## src/hw/pbsc_pkg.sv

```systemverilog
// ==========================================================================
// Push-button reset and ship control constants
package pbsc_pkg;
    // ======================================================================
    // Register offsets
    localparam logic [7:0] PBSC_OFS_TIMING = 8'h30;
    localparam logic [7:0] PBSC_OFS_CTRL0  = 8'h35;
    localparam logic [7:0] PBSC_OFS_CTRL1  = 8'h36;
    // Reset values
    localparam logic [7:0] PBSC_RST_TIMING = 8'h2e;
    localparam logic [7:0] PBSC_RST_CTRL0  = 8'h20;
    localparam logic [7:0] PBSC_RST_CTRL1  = 8'h00;
    // ======================================================================
    // Field positions, timing register
    localparam int PBSC_B_NEED_VIN = 7;
    localparam int PBSC_B_WAKE1    = 6;
    localparam int PBSC_B_WAKE2    = 5;
    localparam int PBSC_B_WARN_LO  = 3;
    localparam int PBSC_B_HOLD_LO  = 1;
    // Field positions, control 0
    localparam int PBSC_B_SHIP     = 7;
    localparam int PBSC_B_RESTART_LO = 4;
    localparam int PBSC_B_GMASK    = 2;
    localparam int PBSC_B_PCYC     = 1;
    localparam int PBSC_B_SOFT     = 0;
    // Field positions, control 1
    localparam int PBSC_B_ACT_LO   = 6;
    // ======================================================================
    // Clock in kHz, timing in milliseconds
    localparam int PBSC_CLK_KHZ      = 100000;
    localparam int PBSC_TICK_MS      = 1;
    localparam int PBSC_WAKE1_S0_MS  = 125;
    localparam int PBSC_WAKE1_S1_MS  = 500;
    localparam int PBSC_WAKE2_S0_MS  = 1000;
    localparam int PBSC_WAKE2_S1_MS  = 2000;
    localparam int PBSC_WARN_STEP_MS = 500;
    localparam int PBSC_HOLD0_MS     = 4000;
    localparam int PBSC_HOLD1_MS     = 8000;
    localparam int PBSC_HOLD2_MS     = 10000;
    localparam int PBSC_HOLD3_MS     = 14000;
    localparam int PBSC_RST0_MS      = 600;
    localparam int PBSC_RST1_MS      = 1200;
    localparam int PBSC_RST2_MS      = 2400;
    localparam int PBSC_RST3_MS      = 5000;
    localparam int PBSC_OFF_MS       = 10;
    // Cycles per millisecond tick
    localparam int PBSC_TICK_CYC     = PBSC_CLK_KHZ * PBSC_TICK_MS;
    // Long-hold action codes
    localparam logic [1:0] PBSC_ACT_PCYC = 2'h0;
    localparam logic [1:0] PBSC_ACT_NONE = 2'h1;
    // Sequencer states
    typedef enum logic [1:0] {
        PBSC_ON   = 2'b00,
        PBSC_OFF  = 2'b01,
        PBSC_SHIP = 2'b10
    } pbsc_state_e;
endpackage : pbsc_pkg

```

## src/hw/pbsc_tick.sv

```systemverilog
`timescale 1ns/10ps
// ==========================================================================
// Millisecond tick divider
module pbsc_tick #(
    parameter int DIV = 100000
) (
    // Clock and control
    input  wire logic clk,
    input  wire logic rst,
    input  wire logic ce,
    // Tick output
    output logic      tick
);
    logic [31:0] cnt_r;      // Divider count
    assign tick = ce && (cnt_r == 32'(DIV - 1));
    // Wrap at the divide value
    always_ff @(posedge clk) begin
        if (rst) begin
            cnt_r <= 32'h0;
        end else if (ce) begin
            cnt_r <= tick ? 32'h0 : cnt_r + 32'h1;
        end
    end
endmodule : pbsc_tick

```

## src/hw/pbsc_top.sv

```systemverilog
`timescale 1ns/10ps
// Summary of operation
// - Supply-gating bit requires valid supply for reset
// - First wake threshold 125 ms or 500 ms
// - Second wake threshold 1 s or 2 s
// - Warning precedes reset by 0.5-2.0 s
// - Long-hold reset 4, 8, 10, 14 s
// - Ship mode when supply invalid, button high
// - Restart delay 0.6, 1.2, 2.4, 5 s
// - Global mask forces IRQ_OUT_N high; the event outputs stay unmasked
// - Power-cycle bit cycles rails, restores defaults
// - Soft-default bit restores registers, rails stay
// - Long-hold action: cycle, none, or ship
module pbsc_top
    import pbsc_pkg::*;
#(
    parameter int TICK_CYC = pbsc_pkg::PBSC_TICK_CYC,
    parameter int DEGL_MS  = 2
) (
    // Clock, reset, enable
    input  wire logic       MCLK,
    input  wire logic       SYS_RST,
    input  wire logic       CE,
    // Register port
    input  wire logic       REG_WR,
    input  wire logic [7:0] REG_ADDR,
    input  wire logic [7:0] REG_WDATA,
    output logic      [7:0] REG_RDATA,
    // Pins
    input  wire logic       PUSHBUTTON_INPUT_N,
    input  wire logic       SUPPLY_GOOD,
    input  wire logic       IRQ_IN_N,
    // Outputs
    output logic            IRQ_OUT_N,
    output logic            RAILS_ON,
    output logic            SHIP_MODE,
    output logic            WAKE1_EVT,
    output logic            WAKE2_EVT,
    output logic            WARN_EVT,
    output logic            LONG_HOLD_EVT
);
    // ======================================================================
    // Registers and pin synchronisers
    logic [7:0]  timing_r, ctrl0_r, ctrl1_r;
    logic [1:0]  pb_sy_r, vin_sy_r, irq_sy_r;
    logic        pb_degl_r;                // Deglitched button, 1 = pressed
    logic [7:0]  degl_cnt_r;
    logic [15:0] hold_ms_r;                // Continuous pressed time
    logic [15:0] wait_ms_r;                // Off or restart delay count
    logic        wake1_r, wake2_r, warn_r, long_r, irq_r;
    pbsc_state_e state_r;
    logic        tick;

    pbsc_tick #(.DIV(TICK_CYC)) u_tick (
        .clk  (MCLK),
        .rst  (SYS_RST),
        .ce   (CE),
        .tick (tick)
    );

    // ======================================================================
    // Threshold decode
    function automatic logic [15:0] hold_ms(input logic [1:0] s);
        case (s)
            2'h0:    hold_ms = 16'(PBSC_HOLD0_MS);
            2'h1:    hold_ms = 16'(PBSC_HOLD1_MS);
            2'h2:    hold_ms = 16'(PBSC_HOLD2_MS);
            default: hold_ms = 16'(PBSC_HOLD3_MS);
        endcase
    endfunction : hold_ms

    function automatic logic [15:0] restart_ms(input logic [1:0] s);
        case (s)
            2'h0:    restart_ms = 16'(PBSC_RST0_MS);
            2'h1:    restart_ms = 16'(PBSC_RST1_MS);
            2'h2:    restart_ms = 16'(PBSC_RST2_MS);
            default: restart_ms = 16'(PBSC_RST3_MS);
        endcase
    endfunction : restart_ms

    wire pb_pressed = !pb_sy_r[1];
    wire vin_ok     = vin_sy_r[1];
    wire [15:0] wake1_th = timing_r[PBSC_B_WAKE1] ? 16'(PBSC_WAKE1_S1_MS)
                                                   : 16'(PBSC_WAKE1_S0_MS);
    wire [15:0] wake2_th = timing_r[PBSC_B_WAKE2] ? 16'(PBSC_WAKE2_S1_MS)
                                                   : 16'(PBSC_WAKE2_S0_MS);
    wire [15:0] long_th  = hold_ms(timing_r[PBSC_B_HOLD_LO +: 2]);
    wire [15:0] warn_off = 16'(PBSC_WARN_STEP_MS)
                         * {14'h0, timing_r[PBSC_B_WARN_LO +: 2]}
                         + 16'(PBSC_WARN_STEP_MS);
    wire [15:0] warn_th  = long_th - warn_off;
    // Long-hold event needs supply valid at the threshold when gating is set; a later supply does not fire it
    wire long_ok = !timing_r[PBSC_B_NEED_VIN] || vin_ok;
    wire [1:0] act = ctrl1_r[PBSC_B_ACT_LO +: 2];
    wire [1:0] restart_sel = ctrl0_r[PBSC_B_RESTART_LO +: 2];
    wire hit_long = tick && pb_degl_r && (hold_ms_r + 16'h1 == long_th)
                    && long_ok && (state_r == PBSC_ON);
    wire do_cycle = hit_long && (act == PBSC_ACT_PCYC);
    wire do_ship_hold = hit_long && act[1];
    wire ship_cond = ctrl0_r[PBSC_B_SHIP] && !vin_ok && !pb_pressed;
    wire wr_c0 = REG_WR && (REG_ADDR == PBSC_OFS_CTRL0);
    wire req_pcyc = wr_c0 && REG_WDATA[PBSC_B_PCYC];
    wire req_soft = wr_c0 && REG_WDATA[PBSC_B_SOFT];
    wire to_default = req_pcyc || req_soft || do_cycle;

    // Read mux, unmapped reads zero
    assign REG_RDATA = (REG_ADDR == PBSC_OFS_TIMING) ? timing_r :
                       (REG_ADDR == PBSC_OFS_CTRL0)  ? ctrl0_r  :
                       (REG_ADDR == PBSC_OFS_CTRL1)  ? ctrl1_r  : 8'h00;

    // ======================================================================
    // Synchronisers; first stage read only by second
    always_ff @(posedge MCLK) begin
        if (SYS_RST) begin
            pb_sy_r  <= 2'h3;
            vin_sy_r <= 2'h0;
            irq_sy_r <= 2'h3;
        end else if (CE) begin
            pb_sy_r  <= {pb_sy_r[0], PUSHBUTTON_INPUT_N};
            vin_sy_r <= {vin_sy_r[0], SUPPLY_GOOD};
            irq_sy_r <= {irq_sy_r[0], IRQ_IN_N};
        end
    end

    // Deglitch: level must stand for DEGL_MS ticks
    always_ff @(posedge MCLK) begin
        if (SYS_RST) begin
            pb_degl_r  <= 1'b0;
            degl_cnt_r <= 8'h0;
        end else if (CE) begin
            if (pb_pressed == pb_degl_r) begin
                degl_cnt_r <= 8'h0;
            end else if (tick) begin
                if (degl_cnt_r == 8'(DEGL_MS - 1)) begin
                    pb_degl_r  <= pb_pressed;
                    degl_cnt_r <= 8'h0;
                end else begin
                    degl_cnt_r <= degl_cnt_r + 8'h1;
                end
            end
        end
    end

    // ======================================================================
    // Hold timer and threshold pulses; release cancels
    always_ff @(posedge MCLK) begin
        if (SYS_RST) begin
            hold_ms_r <= 16'h0;
            wake1_r   <= 1'b0;
            wake2_r   <= 1'b0;
            warn_r    <= 1'b0;
            long_r    <= 1'b0;
        end else if (CE) begin
            wake1_r <= 1'b0;
            wake2_r <= 1'b0;
            warn_r  <= 1'b0;
            long_r  <= hit_long;
            if (!pb_degl_r) begin
                hold_ms_r <= 16'h0;
            end else if (tick && hold_ms_r != 16'hffff) begin
                hold_ms_r <= hold_ms_r + 16'h1;
                wake1_r <= (hold_ms_r + 16'h1 == wake1_th);
                wake2_r <= (hold_ms_r + 16'h1 == wake2_th);
                warn_r  <= (hold_ms_r + 16'h1 == warn_th);
            end
        end
    end

    // ======================================================================
    // Register file; defaults restored by any reset request
    always_ff @(posedge MCLK) begin
        if (SYS_RST || (CE && to_default)) begin
            timing_r <= PBSC_RST_TIMING;
            ctrl0_r  <= PBSC_RST_CTRL0;
            ctrl1_r  <= PBSC_RST_CTRL1;
        end else if (CE && REG_WR) begin
            if (REG_ADDR == PBSC_OFS_TIMING) timing_r <= REG_WDATA;
            if (REG_ADDR == PBSC_OFS_CTRL0)  ctrl0_r  <= REG_WDATA;
            if (REG_ADDR == PBSC_OFS_CTRL1)  ctrl1_r  <= REG_WDATA;
        end
    end

    // ======================================================================
    // Rail sequencer: on, off (restart delay), ship
    always_ff @(posedge MCLK) begin
        if (SYS_RST) begin
            state_r   <= PBSC_ON;
            wait_ms_r <= 16'h0;
        end else if (CE) begin
            case (state_r)
                PBSC_ON: begin
                    if (do_cycle) begin
                        state_r   <= PBSC_OFF;
                        wait_ms_r <= restart_ms(restart_sel);
                    end else if (req_pcyc) begin
                        state_r   <= PBSC_OFF;
                        wait_ms_r <= 16'(PBSC_OFF_MS);
                    end else if (ship_cond || do_ship_hold) begin
                        state_r <= PBSC_SHIP;
                    end
                end
                PBSC_OFF: begin
                    // One extra tick: the first one may be partial, so the
                    // rails stay off at least the full delay
                    if (tick) begin
                        if (wait_ms_r == 16'h0) state_r <= PBSC_ON;
                        else wait_ms_r <= wait_ms_r - 16'h1;
                    end
                end
                PBSC_SHIP: begin
                    // Wake on a fresh press or supply; the hold that
                    // entered ship has a nonzero count and must not wake it
                    if ((pb_degl_r && hold_ms_r == 16'h0) || vin_ok) state_r <= PBSC_ON;
                end
                default: state_r <= PBSC_ON;
            endcase
        end
    end

    // Interrupt output masked globally
    always_ff @(posedge MCLK) begin
        if (SYS_RST) irq_r <= 1'b1;
        else if (CE) irq_r <= irq_sy_r[1] | ctrl0_r[PBSC_B_GMASK];
    end

    assign IRQ_OUT_N     = irq_r;
    assign RAILS_ON      = (state_r == PBSC_ON);
    assign SHIP_MODE     = (state_r == PBSC_SHIP);
    assign WAKE1_EVT     = wake1_r;
    assign WAKE2_EVT     = wake2_r;
    assign WARN_EVT      = warn_r;
    assign LONG_HOLD_EVT = long_r;

    // ======================================================================
    // Checks
    mask_blocks_irq_a: assert property (@(posedge MCLK) disable iff (SYS_RST)
        CE && ctrl0_r[PBSC_B_GMASK] |=> IRQ_OUT_N)
        else $error("irq not masked");
    soft_keeps_rails_a: assert property (@(posedge MCLK) disable iff (SYS_RST)
        CE && req_soft && !req_pcyc && !do_cycle && RAILS_ON && !ship_cond && !do_ship_hold
        |=> RAILS_ON && ctrl0_r == PBSC_RST_CTRL0)
        else $error("soft default wrong");
    pcyc_off_a: assert property (@(posedge MCLK) disable iff (SYS_RST)
        CE && req_pcyc && RAILS_ON |=> !RAILS_ON && !ctrl0_r[PBSC_B_PCYC])
        else $error("power cycle wrong");
    release_clears_a: assert property (@(posedge MCLK) disable iff (SYS_RST)
        CE && !pb_degl_r |=> hold_ms_r == 16'h0)
        else $error("hold not cancelled");
    ship_hold_a: assert property (@(posedge MCLK) disable iff (SYS_RST)
        CE && do_ship_hold && !req_pcyc |=> SHIP_MODE)
        else $error("long hold did not enter ship");
    restart_load_a: assert property (@(posedge MCLK) disable iff (SYS_RST)
        CE && do_cycle |=> !RAILS_ON && wait_ms_r == restart_ms($past(restart_sel)))
        else $error("restart delay wrong");
    ship_entry_a: assert property (@(posedge MCLK) disable iff (SYS_RST)
        CE && ship_cond && !req_pcyc && !do_cycle && state_r == PBSC_ON |=> SHIP_MODE)
        else $error("ship request ignored");
endmodule : pbsc_top

```

## config.mk

```make
export PLATFORM = sky130hd
export DESIGN_NAME = pbsc_top
export DESIGN_NICKNAME = d
export VERILOG_FILES = /design/src/hw/pbsc_pkg.sv /design/src/hw/pbsc_tick.sv /design/src/hw/pbsc_top.sv
export SDC_FILE = /design/constraint.sdc
export NUM_CORES = 1
export LEC_CHECK = 0
export BUFFER_PORTS_ARGS = -buffer_cell sky130_fd_sc_hd__clkbuf_2
export CORE_MARGIN = 2
export CORE_UTILIZATION = 50
export CTS_CLUSTER_SIZE = 8
export DETAILED_ROUTE_END_ITERATION = 10
export GPL_TIMING_DRIVEN = 0
export PLACE_DENSITY = 0.78
export SYNTH_ARGS = -nofsm -noshare
export SYNTH_HDL_FRONTEND = slang
export SYNTH_HIERARCHICAL = 1
export SYNTH_SLANG_ARGS = --single-unit
```

## constraint.sdc

```tcl
create_clock -name MCLK -period 5.4 [get_ports MCLK]
set_input_delay 1.62 -clock MCLK [delete_from_list [all_inputs] [get_ports MCLK]]
set_output_delay 1.62 -clock MCLK [all_outputs]
set_load 0.01 [all_outputs]
```

==> results.tsv, run 1 <==
metric	value	unit
Antenna Violating Nets Remaining	0	
M2 GR Usage	36.4	%
end point of the most critical hold path	wait_ms_r[1]	
gpl congestion	0.929	
worst hold slack	0.477	ns
proportion of synthesized chip area in sequential cells	32.4	%
Critical Path Sink Type	primary output	
number of top-level design ports	38	
dominant synthesized flop cell	sky130_fd_sc_hd__dfxtp_1	
setup repair after global routing missed its margin	false	
fmax	0.197	GHz
average routed wire per standard cell	16.3	um
Tightest Pin Transition	0.885	ns
R2R depth	13	
Post-Layout Cell Count	1044	
CTS Hold Bufs	0	
power share of the combinational group	3.8	%
post-synthesis area per instance	8.34	um2
Seq pwr share	53.4	%
leading post-synthesis cells by cell area	sky130_fd_sc_hd__dfxtp_1 (32%), sky130_fd_sc_hd__nor2_1 (5.4%), sky130_fd_sc_hd__ha_1 (4.6%), sky130_fd_sc_hd__xnor2_1 (4.3%), sky130_fd_sc_hd__mux2i_1 (3.8%)	
initial antenna violation count	0	
WS Path Type	in2out	
delay of the slowest critical-path stage	0.69	ns
cell with the most instances after synthesis	sky130_fd_sc_hd__dfxtp_1	
r2r endpoint	wait_ms_r[9]	
cell taking the most area after synthesis	sky130_fd_sc_hd__dfxtp_1	
worst hold path stage count	2	
Final Hold Vio Count	0	
ant diodes	0	
number of nets in the finished design	911	
number of buffers on the longest clock path	2	
hold path startpoint	wait_ms_r[1]	
Buffers & Inverters on Critical Path	3	
Top delay family on crit path	simple AND/OR/NAND/NOR gates	
pin count of the biggest net entering global routing	18	
min Tclk post-route	5.07	ns
endpoint arrival time on the critical path	3.45	ns
global routing's busiest layer	met2	
Leakage	2.87	nW
clock insertion delay at the later pin of the skew report	0.36	ns
final core area utilization	56.5	%
post-synthesis register bit count	110	
Critical Path RT	3.78	ns
clock tree from TritonCTS	yes	
reported net switching power	355	uW
Final setup violation count	0	
maximum fanout count along the critical path	9	
kind of start point of the critical path	primary input	
top cell type's share of synthesized area	32.4	%
netlist area before placement	6790	um2
cell internal pwr	1.18	mW
GRT Overall Usage	23.6	%
ordered cell list for the critical path	clkbuf_2 -> or4_1 -> nor4_2 -> a222oi_1 -> inv_1 -> clkbuf_2	
post-CTS sizing	0	
Synth async-reset ratio	0	%
global-route wire length before repair	27900	um
global routing met1 resource utilization	33.4	%
number of placement rows	42	
top cell types by occurrence after synthesis	sky130_fd_sc_hd__dfxtp_1 (110), sky130_fd_sc_hd__nor2_1 (97), sky130_fd_sc_hd__nand2_1 (52)	
DRT Wirelength	17000	um
die area	14500	um2
Max IR drop VDD	154	uV
total area of multi-input combinational cells	4210	um2
power per standard cell area	204	nW/um2
floorplan die height	121	um
Core Area	13200	um2
width of the chip	121	um
startpoint of the lowest-slack register-to-register path	u_tick/cnt_r[0]	
average vias per placed instance	6.01	
Sequential cell area	2200	um2
area growth from synthesis to layout	10.2	%
# placed instances	1028	
number of sinks driven by the clock tree	110	
First DRT Iteration DRCs	645	
Most Frequent Cell on Critical Path	sky130_fd_sc_hd__clkbuf_2	
number of synthesized flops with an enable pin	0	
number of synthesis warnings	6	
global routing usage on met3	4.43	%
root cell of the clock tree	sky130_fd_sc_hd__clkbuf_16	
worst reg-to-reg setup slack	1.41	ns
Post-CTS Setup Repair Bufs	0	
outcome	finished, final reports clean	
fill cell total of the finished layout	1221	
number of levels the H-tree was split into	3	
clock transition at the register clock pins on the worst setup and hold paths after CTS	0.08	ns
Clk network pwr share	42.8	%
HPWL Detailed	12100	um
worst slew margin relative to its limit	40.5	%
total overflow reported by the global router	0	
number of cells produced by synthesis	815	
Final period util	93.8	%
worst-case clock skew	0.00995	ns
final slew viol count	0	
detailed-route via count	6272	
slowest cell on the critical path	sky130_fd_sc_hd__nor4_2	
Net Sw Frac	23.2	%
initial core utilization	51.3	%
number of detailed-route iterations in the first pass	5	
classification of the worst-slack hold path	reg2reg	
ratio of cells with drive above 1 in the final layout	14.4	%
number of design rule violations left after detail routing	0	
port buffer count	37	
number of nets in the synthesized netlist	863	
Maximum Capacitance Violations	0	
Inserted Clock Buffers	9	
Post-Route Setup TNS	0	ns
vias in the first global route	5590	
number of distinct library cell variants in the gate-level netlist after synthesis	73	
-- flip-flops by register name (all words and copies together) (netlist names), 8 cells and up --
register / flops
timing_r: 8
u_tick/cnt_r: 32
ctrl1_r: 8
degl_cnt_r: 8
hold_ms_r: 16
ctrl0_r: 8
wait_ms_r: 16
-- power by group through the flow --
| stage | clock, mW | combinational, mW | sequential [mW] |
|---|---|---|---|
| after floorplan | 0 | 0.0328 | 0.835 |
| final | 0.656 | 0.0579 | 0.817 |
| after global placement | 0 | 0.0564 | 0.836 |
| after global routing | 0.697 | 0.0635 | 0.818 |
| after detailed placement | 0 | 0.0574 | 0.836 |
| after CTS | 0.667 | 0.0576 | 0.817 |
-- cells by family after synthesis --
family,after synthesis,share of synthesized area (%)
and+or+nand+nor,348,29.1
xor gates and xnor gates,57,7.68
buffers and inverters,78,5.56
AOI/OAI and AO/OA,171,16.8
adders and majority gates,25,4.60
DFF,110,32.4
muxes,26,3.83
-- metrics by stage --
| step | total power, mW | cell area (um2) | setup WS [ns] |
|---|---|---|---|
| detailed placement | 0.894 | 7200 | 0.387 |
| global placement | 0.893 | 7200 | 0.389 |
| floorplan | 0.868 | 6790 | 0.862 |
| CTS | 1.54 | 7490 | 0.355 |
| global route | 1.58 | 7490 | 0.210 |
| finish | 1.53 | 7490 | 0.333 |
-- metal layers --
metal  vias up  part of all wire (%)
met5         -                     0
met4         0                   1.7
met3        28                   6.1
met2       212                    46
met1      2960                    46
li1       3072                     -
-- worst max path at each step --
stage               depth (start not counted)        start  slack [ns]            to
floorplan                                   4  REG_ADDR[3]        0.86  REG_RDATA[0]
global placement                            6  REG_ADDR[3]        0.39  REG_RDATA[6]
detailed placement                          6  REG_ADDR[3]        0.39  REG_RDATA[6]
CTS                                         6  REG_ADDR[3]        0.36  REG_RDATA[6]
global route                                6  REG_ADDR[3]        0.21  REG_RDATA[7]
finish                                      6  REG_ADDR[3]        0.33  REG_RDATA[6]
-- layout by cell type (no fill, tap or decap), types with 16 or more instances in the layout --
master / Yosys / final
sky130_fd_sc_hd__dfxtp_1: 110 / 110
sky130_fd_sc_hd__nor2_1: 97 / 97
sky130_fd_sc_hd__nand2_1: 52 / 52
sky130_fd_sc_hd__a21oi_1: 47 / 47
sky130_fd_sc_hd__clkbuf_2: 0 / 37
sky130_fd_sc_hd__o21ai_0: 33 / 33
sky130_fd_sc_hd__xnor2_1: 33 / 33
sky130_fd_sc_hd__inv_1: 30 / 30
sky130_fd_sc_hd__nand4_1: 28 / 28
sky130_fd_sc_hd__mux2i_1: 26 / 26
sky130_fd_sc_hd__nor3_1: 25 / 25
sky130_fd_sc_hd__ha_1: 25 / 25
sky130_fd_sc_hd__xor2_1: 22 / 22
sky130_fd_sc_hd__nand3_1: 21 / 21
sky130_fd_sc_hd__buf_2: 17 / 17
sky130_fd_sc_hd__or4_1: 17 / 17
sky130_fd_sc_hd__clkbuf_1: 14 / 16
-- final cells by class --
type | instances | area share, %
Multi-Input combinational cell | 627 | 56.3
Sequential cell | 110 | 29.4
Buffer | 47 | 3.49
Clock buffer | 13 | 3.48
Tap cell | 176 | 2.94
Timing Repair Buffer | 37 | 2.47
Inverter | 31 | 1.55
Clock inverter | 3 | 0.368
-- tightest hold or removal path, delay by kind of cell (launching register included) --
family           cells  cell delay, ns
AND/OR/NAND/NOR      1            0.06
AO/OA/AOI/OAI        1            0.05
flip-flops           1            0.33
(Power assumes the default switching activity.)
==> run 2, diff against run 1 <==
- SYNTH_HIERARCHICAL: 1 -> unset
==> results.tsv, run 2 <==
metric	value	unit
post-CTS sizing	0	
Final setup violation count	0	
number of synthesized flops with an enable pin	0	
leading cell types in the layout, fill and taps excluded	sky130_fd_sc_hd__dfxtp_1 (110), sky130_fd_sc_hd__nor2_1 (104), sky130_fd_sc_hd__nand2_1 (75)	
reported net switching power	362	uW
Tightest Pin Transition	1.12	ns
Maximum Capacitance Violations	0	
top cell types by occurrence after synthesis	sky130_fd_sc_hd__dfxtp_1 (110), sky130_fd_sc_hd__nor2_1 (104), sky130_fd_sc_hd__nand2_1 (75)	
Final period util	98.3	%
min Tclk post-route	5.31	ns
top register by number of flip-flops	u_tick.cnt_r	
maximum fanout count along the critical path	9	
number of detailed-route iterations in the first pass	7	
Max IR drop VDD	169	uV
First DRT Iteration DRCs	479	
floorplan die height	119	um
Critical Path RT	3.78	ns
detailed-route via count	6117	
number of design rule violations left after detail routing	0	
die area	14100	um2
delay of the slowest critical-path stage	0.92	ns
HPWL Detailed	11900	um
worst slew margin relative to its limit	24.6	%
dominant synthesized flop cell	sky130_fd_sc_hd__dfxtp_1	
clock tree from TritonCTS	yes	
global-route wire length before repair	26900	um
number of placement rows	41	
number of flip-flops under the largest register name	32	
Sequential cell area	2200	um2
Most Frequent Cell on Critical Path	sky130_fd_sc_hd__clkbuf_2	
Critical Path Sink Type	primary output	
number of synthesis warnings	0	
total area of multi-input combinational cells	4060	um2
clock insertion delay at the later pin of the skew report	0.36	ns
cell with the most instances after synthesis	sky130_fd_sc_hd__dfxtp_1	
slowest cell on the critical path	sky130_fd_sc_hd__nor3_1	
endpoint arrival time on the critical path	3.69	ns
port buffer count	35	
Net Sw Frac	23.2	%
proportion of synthesized chip area in sequential cells	33.4	%
root cell of the clock tree	sky130_fd_sc_hd__clkbuf_16	
number of buffers on the longest clock path	2	
CTS Hold Bufs	0	
fill cell total of the finished layout	1193	
initial core utilization	51.7	%
number of levels the H-tree was split into	3	
fmax	0.188	GHz
ant diodes	0	
Post-Route Setup TNS	0	ns
Final Hold Vio Count	0	
final slew viol count	0	
average vias per placed instance	5.84	
worst-case clock skew	0.00954	ns
number of sinks driven by the clock tree	110	
final core area utilization	57.1	%
Top delay family on crit path	simple AND/OR/NAND/NOR gates	
cell taking the most area after synthesis	sky130_fd_sc_hd__dfxtp_1	
pin count of the biggest net entering global routing	20	
Post-CTS Setup Repair Bufs	0	
GRT Overall Usage	23.0	%
Core Area	12800	um2
Antenna Violating Nets Remaining	0	
cell internal pwr	1.20	mW
area growth from synthesis to layout	10.6	%
vias in the first global route	5657	
WS Path Type	in2out	
number of nets in the synthesized netlist	872	
number of top-level design ports	38	
most common cell after layout, fill and taps aside	sky130_fd_sc_hd__dfxtp_1	
gpl congestion	0.967	
Regs by FF count	u_tick.cnt_r (32), hold_ms_r (16), wait_ms_r (16)	
number of distinct library cell variants in the gate-level netlist after synthesis	68	
post-synthesis register bit count	110	
setup repair after global routing missed its margin	false	
DRT Wirelength	16200	um
total overflow reported by the global router	0	
post-synthesis area per instance	8.01	um2
power share of the combinational group	4.0	%
Seq pwr share	52.3	%
ratio of cells with drive above 1 in the final layout	9.71	%
outcome	finished, final reports clean	
Inserted Clock Buffers	9	
Clk network pwr share	43.7	%
classification of the worst-slack hold path	reg2reg	
average routed wire per standard cell	15.4	um
clock transition at the register clock pins on the worst setup and hold paths after CTS	0.07	ns
Synth async-reset ratio	0	%
initial antenna violation count	0	
ordered cell list for the critical path	clkbuf_2 -> or4_1 -> nor3_1 -> a222oi_1 -> inv_1 -> clkbuf_2	
top cell type's share of synthesized area	33.4	%
number of nets in the finished design	918	
width of the chip	119	um
power per standard cell area	214	nW/um2
netlist area before placement	6600	um2
kind of start point of the critical path	primary input	
leading post-synthesis cells by cell area	sky130_fd_sc_hd__dfxtp_1 (33%), sky130_fd_sc_hd__nor2_1 (5.9%), sky130_fd_sc_hd__xnor2_1 (4.8%), sky130_fd_sc_hd__ha_1 (4.7%), sky130_fd_sc_hd__xor2_1 (4.6%)	
Buffers & Inverters on Critical Path	3	
number of cells produced by synthesis	824	
Leakage	2.82	nW
-- run 2: cell types whose count changed in the layout (fill, tap and decap cells not counted), moves of 6 or more --
cell                       before  now
sky130_fd_sc_hd__and3_1         9   15
sky130_fd_sc_hd__xor2_1        22   35
sky130_fd_sc_hd__nor2_2        10    1
sky130_fd_sc_hd__buf_4         11    2
sky130_fd_sc_hd__clkbuf_1      16   28
sky130_fd_sc_hd__or4_1         17    4
sky130_fd_sc_hd__a211o_1        7    0
sky130_fd_sc_hd__nand3_1       21   35
sky130_fd_sc_hd__o31ai_1       13    5
sky130_fd_sc_hd__inv_1         30   37
sky130_fd_sc_hd__nand2_1       52   75
sky130_fd_sc_hd__nor2_1        97  104
sky130_fd_sc_hd__buf_2         17    7
sky130_fd_sc_hd__and4_1        10    4
-- run 2: final cells by class --
class | instances | share of cell area, %
flip-flops and latches | 110 | 30.2
well taps | 172 | 2.95
inverters | 37 | 1.90
clock inverters | 6 | 1.03
multi-input cells | 634 | 55.6
clock buffers | 10 | 3.14
repair buffers | 35 | 2.40
plain buffers | 43 | 2.85
-- run 2: per-stage QoR --
| stage | power [mW] | worst slack, ns | cell area [um2] | cells | hold WS (ns) |
|---|---|---|---|---|---|
| floorplan | 0.873 | 0.542 | 6600 | 824 | 0.433 |
| global placement | 0.898 | -0.168 | 6990 | 1031 | 0.435 |
| detailed placement | 0.899 | 0.169 | 7000 | 1031 | 0.434 |
| CTS | 1.58 | 0.113 | 7300 | 1047 | 0.444 |
| global route | 1.62 | 0.0752 | 7300 | 1047 | 0.475 |
| finish | 1.56 | 0.0922 | 7300 | 1047 | 0.440 |
-- run 2: path summary, 6_finish.rpt --
kind / start / endpoint / slack (ns) / depth (start not counted)
worst max register to register: hold_ms_r[0] / wait_ms_r[4] / 1.93 / 10
worst min register to register: WARN_EVT / WARN_EVT / 0.44 / 2
worst max-delay path: REG_ADDR[3] / REG_RDATA[7] / 0.09 / 6
worst min-delay path: WARN_EVT / WARN_EVT / 0.44 / 2
-- run 2: power groups by stage --
stage | clock network [mW] | logic [mW] | registers (mW)
finish | 0.684 | 0.0619 | 0.818
global route | 0.729 | 0.0684 | 0.819
CTS | 0.698 | 0.0616 | 0.818
detailed placement | 0 | 0.0611 | 0.838
global placement | 0 | 0.0602 | 0.837
floorplan | 0 | 0.0362 | 0.837
-- run 2: worst register-to-register path: stages (launching register included) --
cell and delay (ns):
sky130_fd_sc_hd__dfxtp_1 0.49, sky130_fd_sc_hd__ha_1 0.38, sky130_fd_sc_hd__nand4_2 0.21, sky130_fd_sc_hd__nor4_2 0.41, sky130_fd_sc_hd__xor2_1 0.18, sky130_fd_sc_hd__nand4bb_2 0.33, sky130_fd_sc_hd__o41ai_2 0.66, sky130_fd_sc_hd__a21oi_4 0.18
sky130_fd_sc_hd__buf_6 0.18, sky130_fd_sc_hd__o31ai_1 0.24, sky130_fd_sc_hd__a21oi_1 0.09
-- run 2: per-layer routing --
| metal | vias up | global-route usage, % | routed length, um |
|---|---|---|---|
| li1 | 3012 | - | - |
| met1 | 2869 | 31.8 | 7380 |
| met2 | 206 | 36.4 | 7450 |
| met3 | 30 | 4.55 | 1060 |
| met4 | 0 | 7.07 | 276 |
| met5 | - | 0 | 0 |
-- run 2: logic make-up after synthesis --
logic type	count (synthesis)	synth area share [%]
xor gates and xnor gates	72	9.76
muxes	26	3.96
buffers and inverters	80	5.25
DFF	110	33.4
AOI/OAI and AO/OA	149	14.8
and+or+nand+nor	362	28.1
adders and majority gates	25	4.74
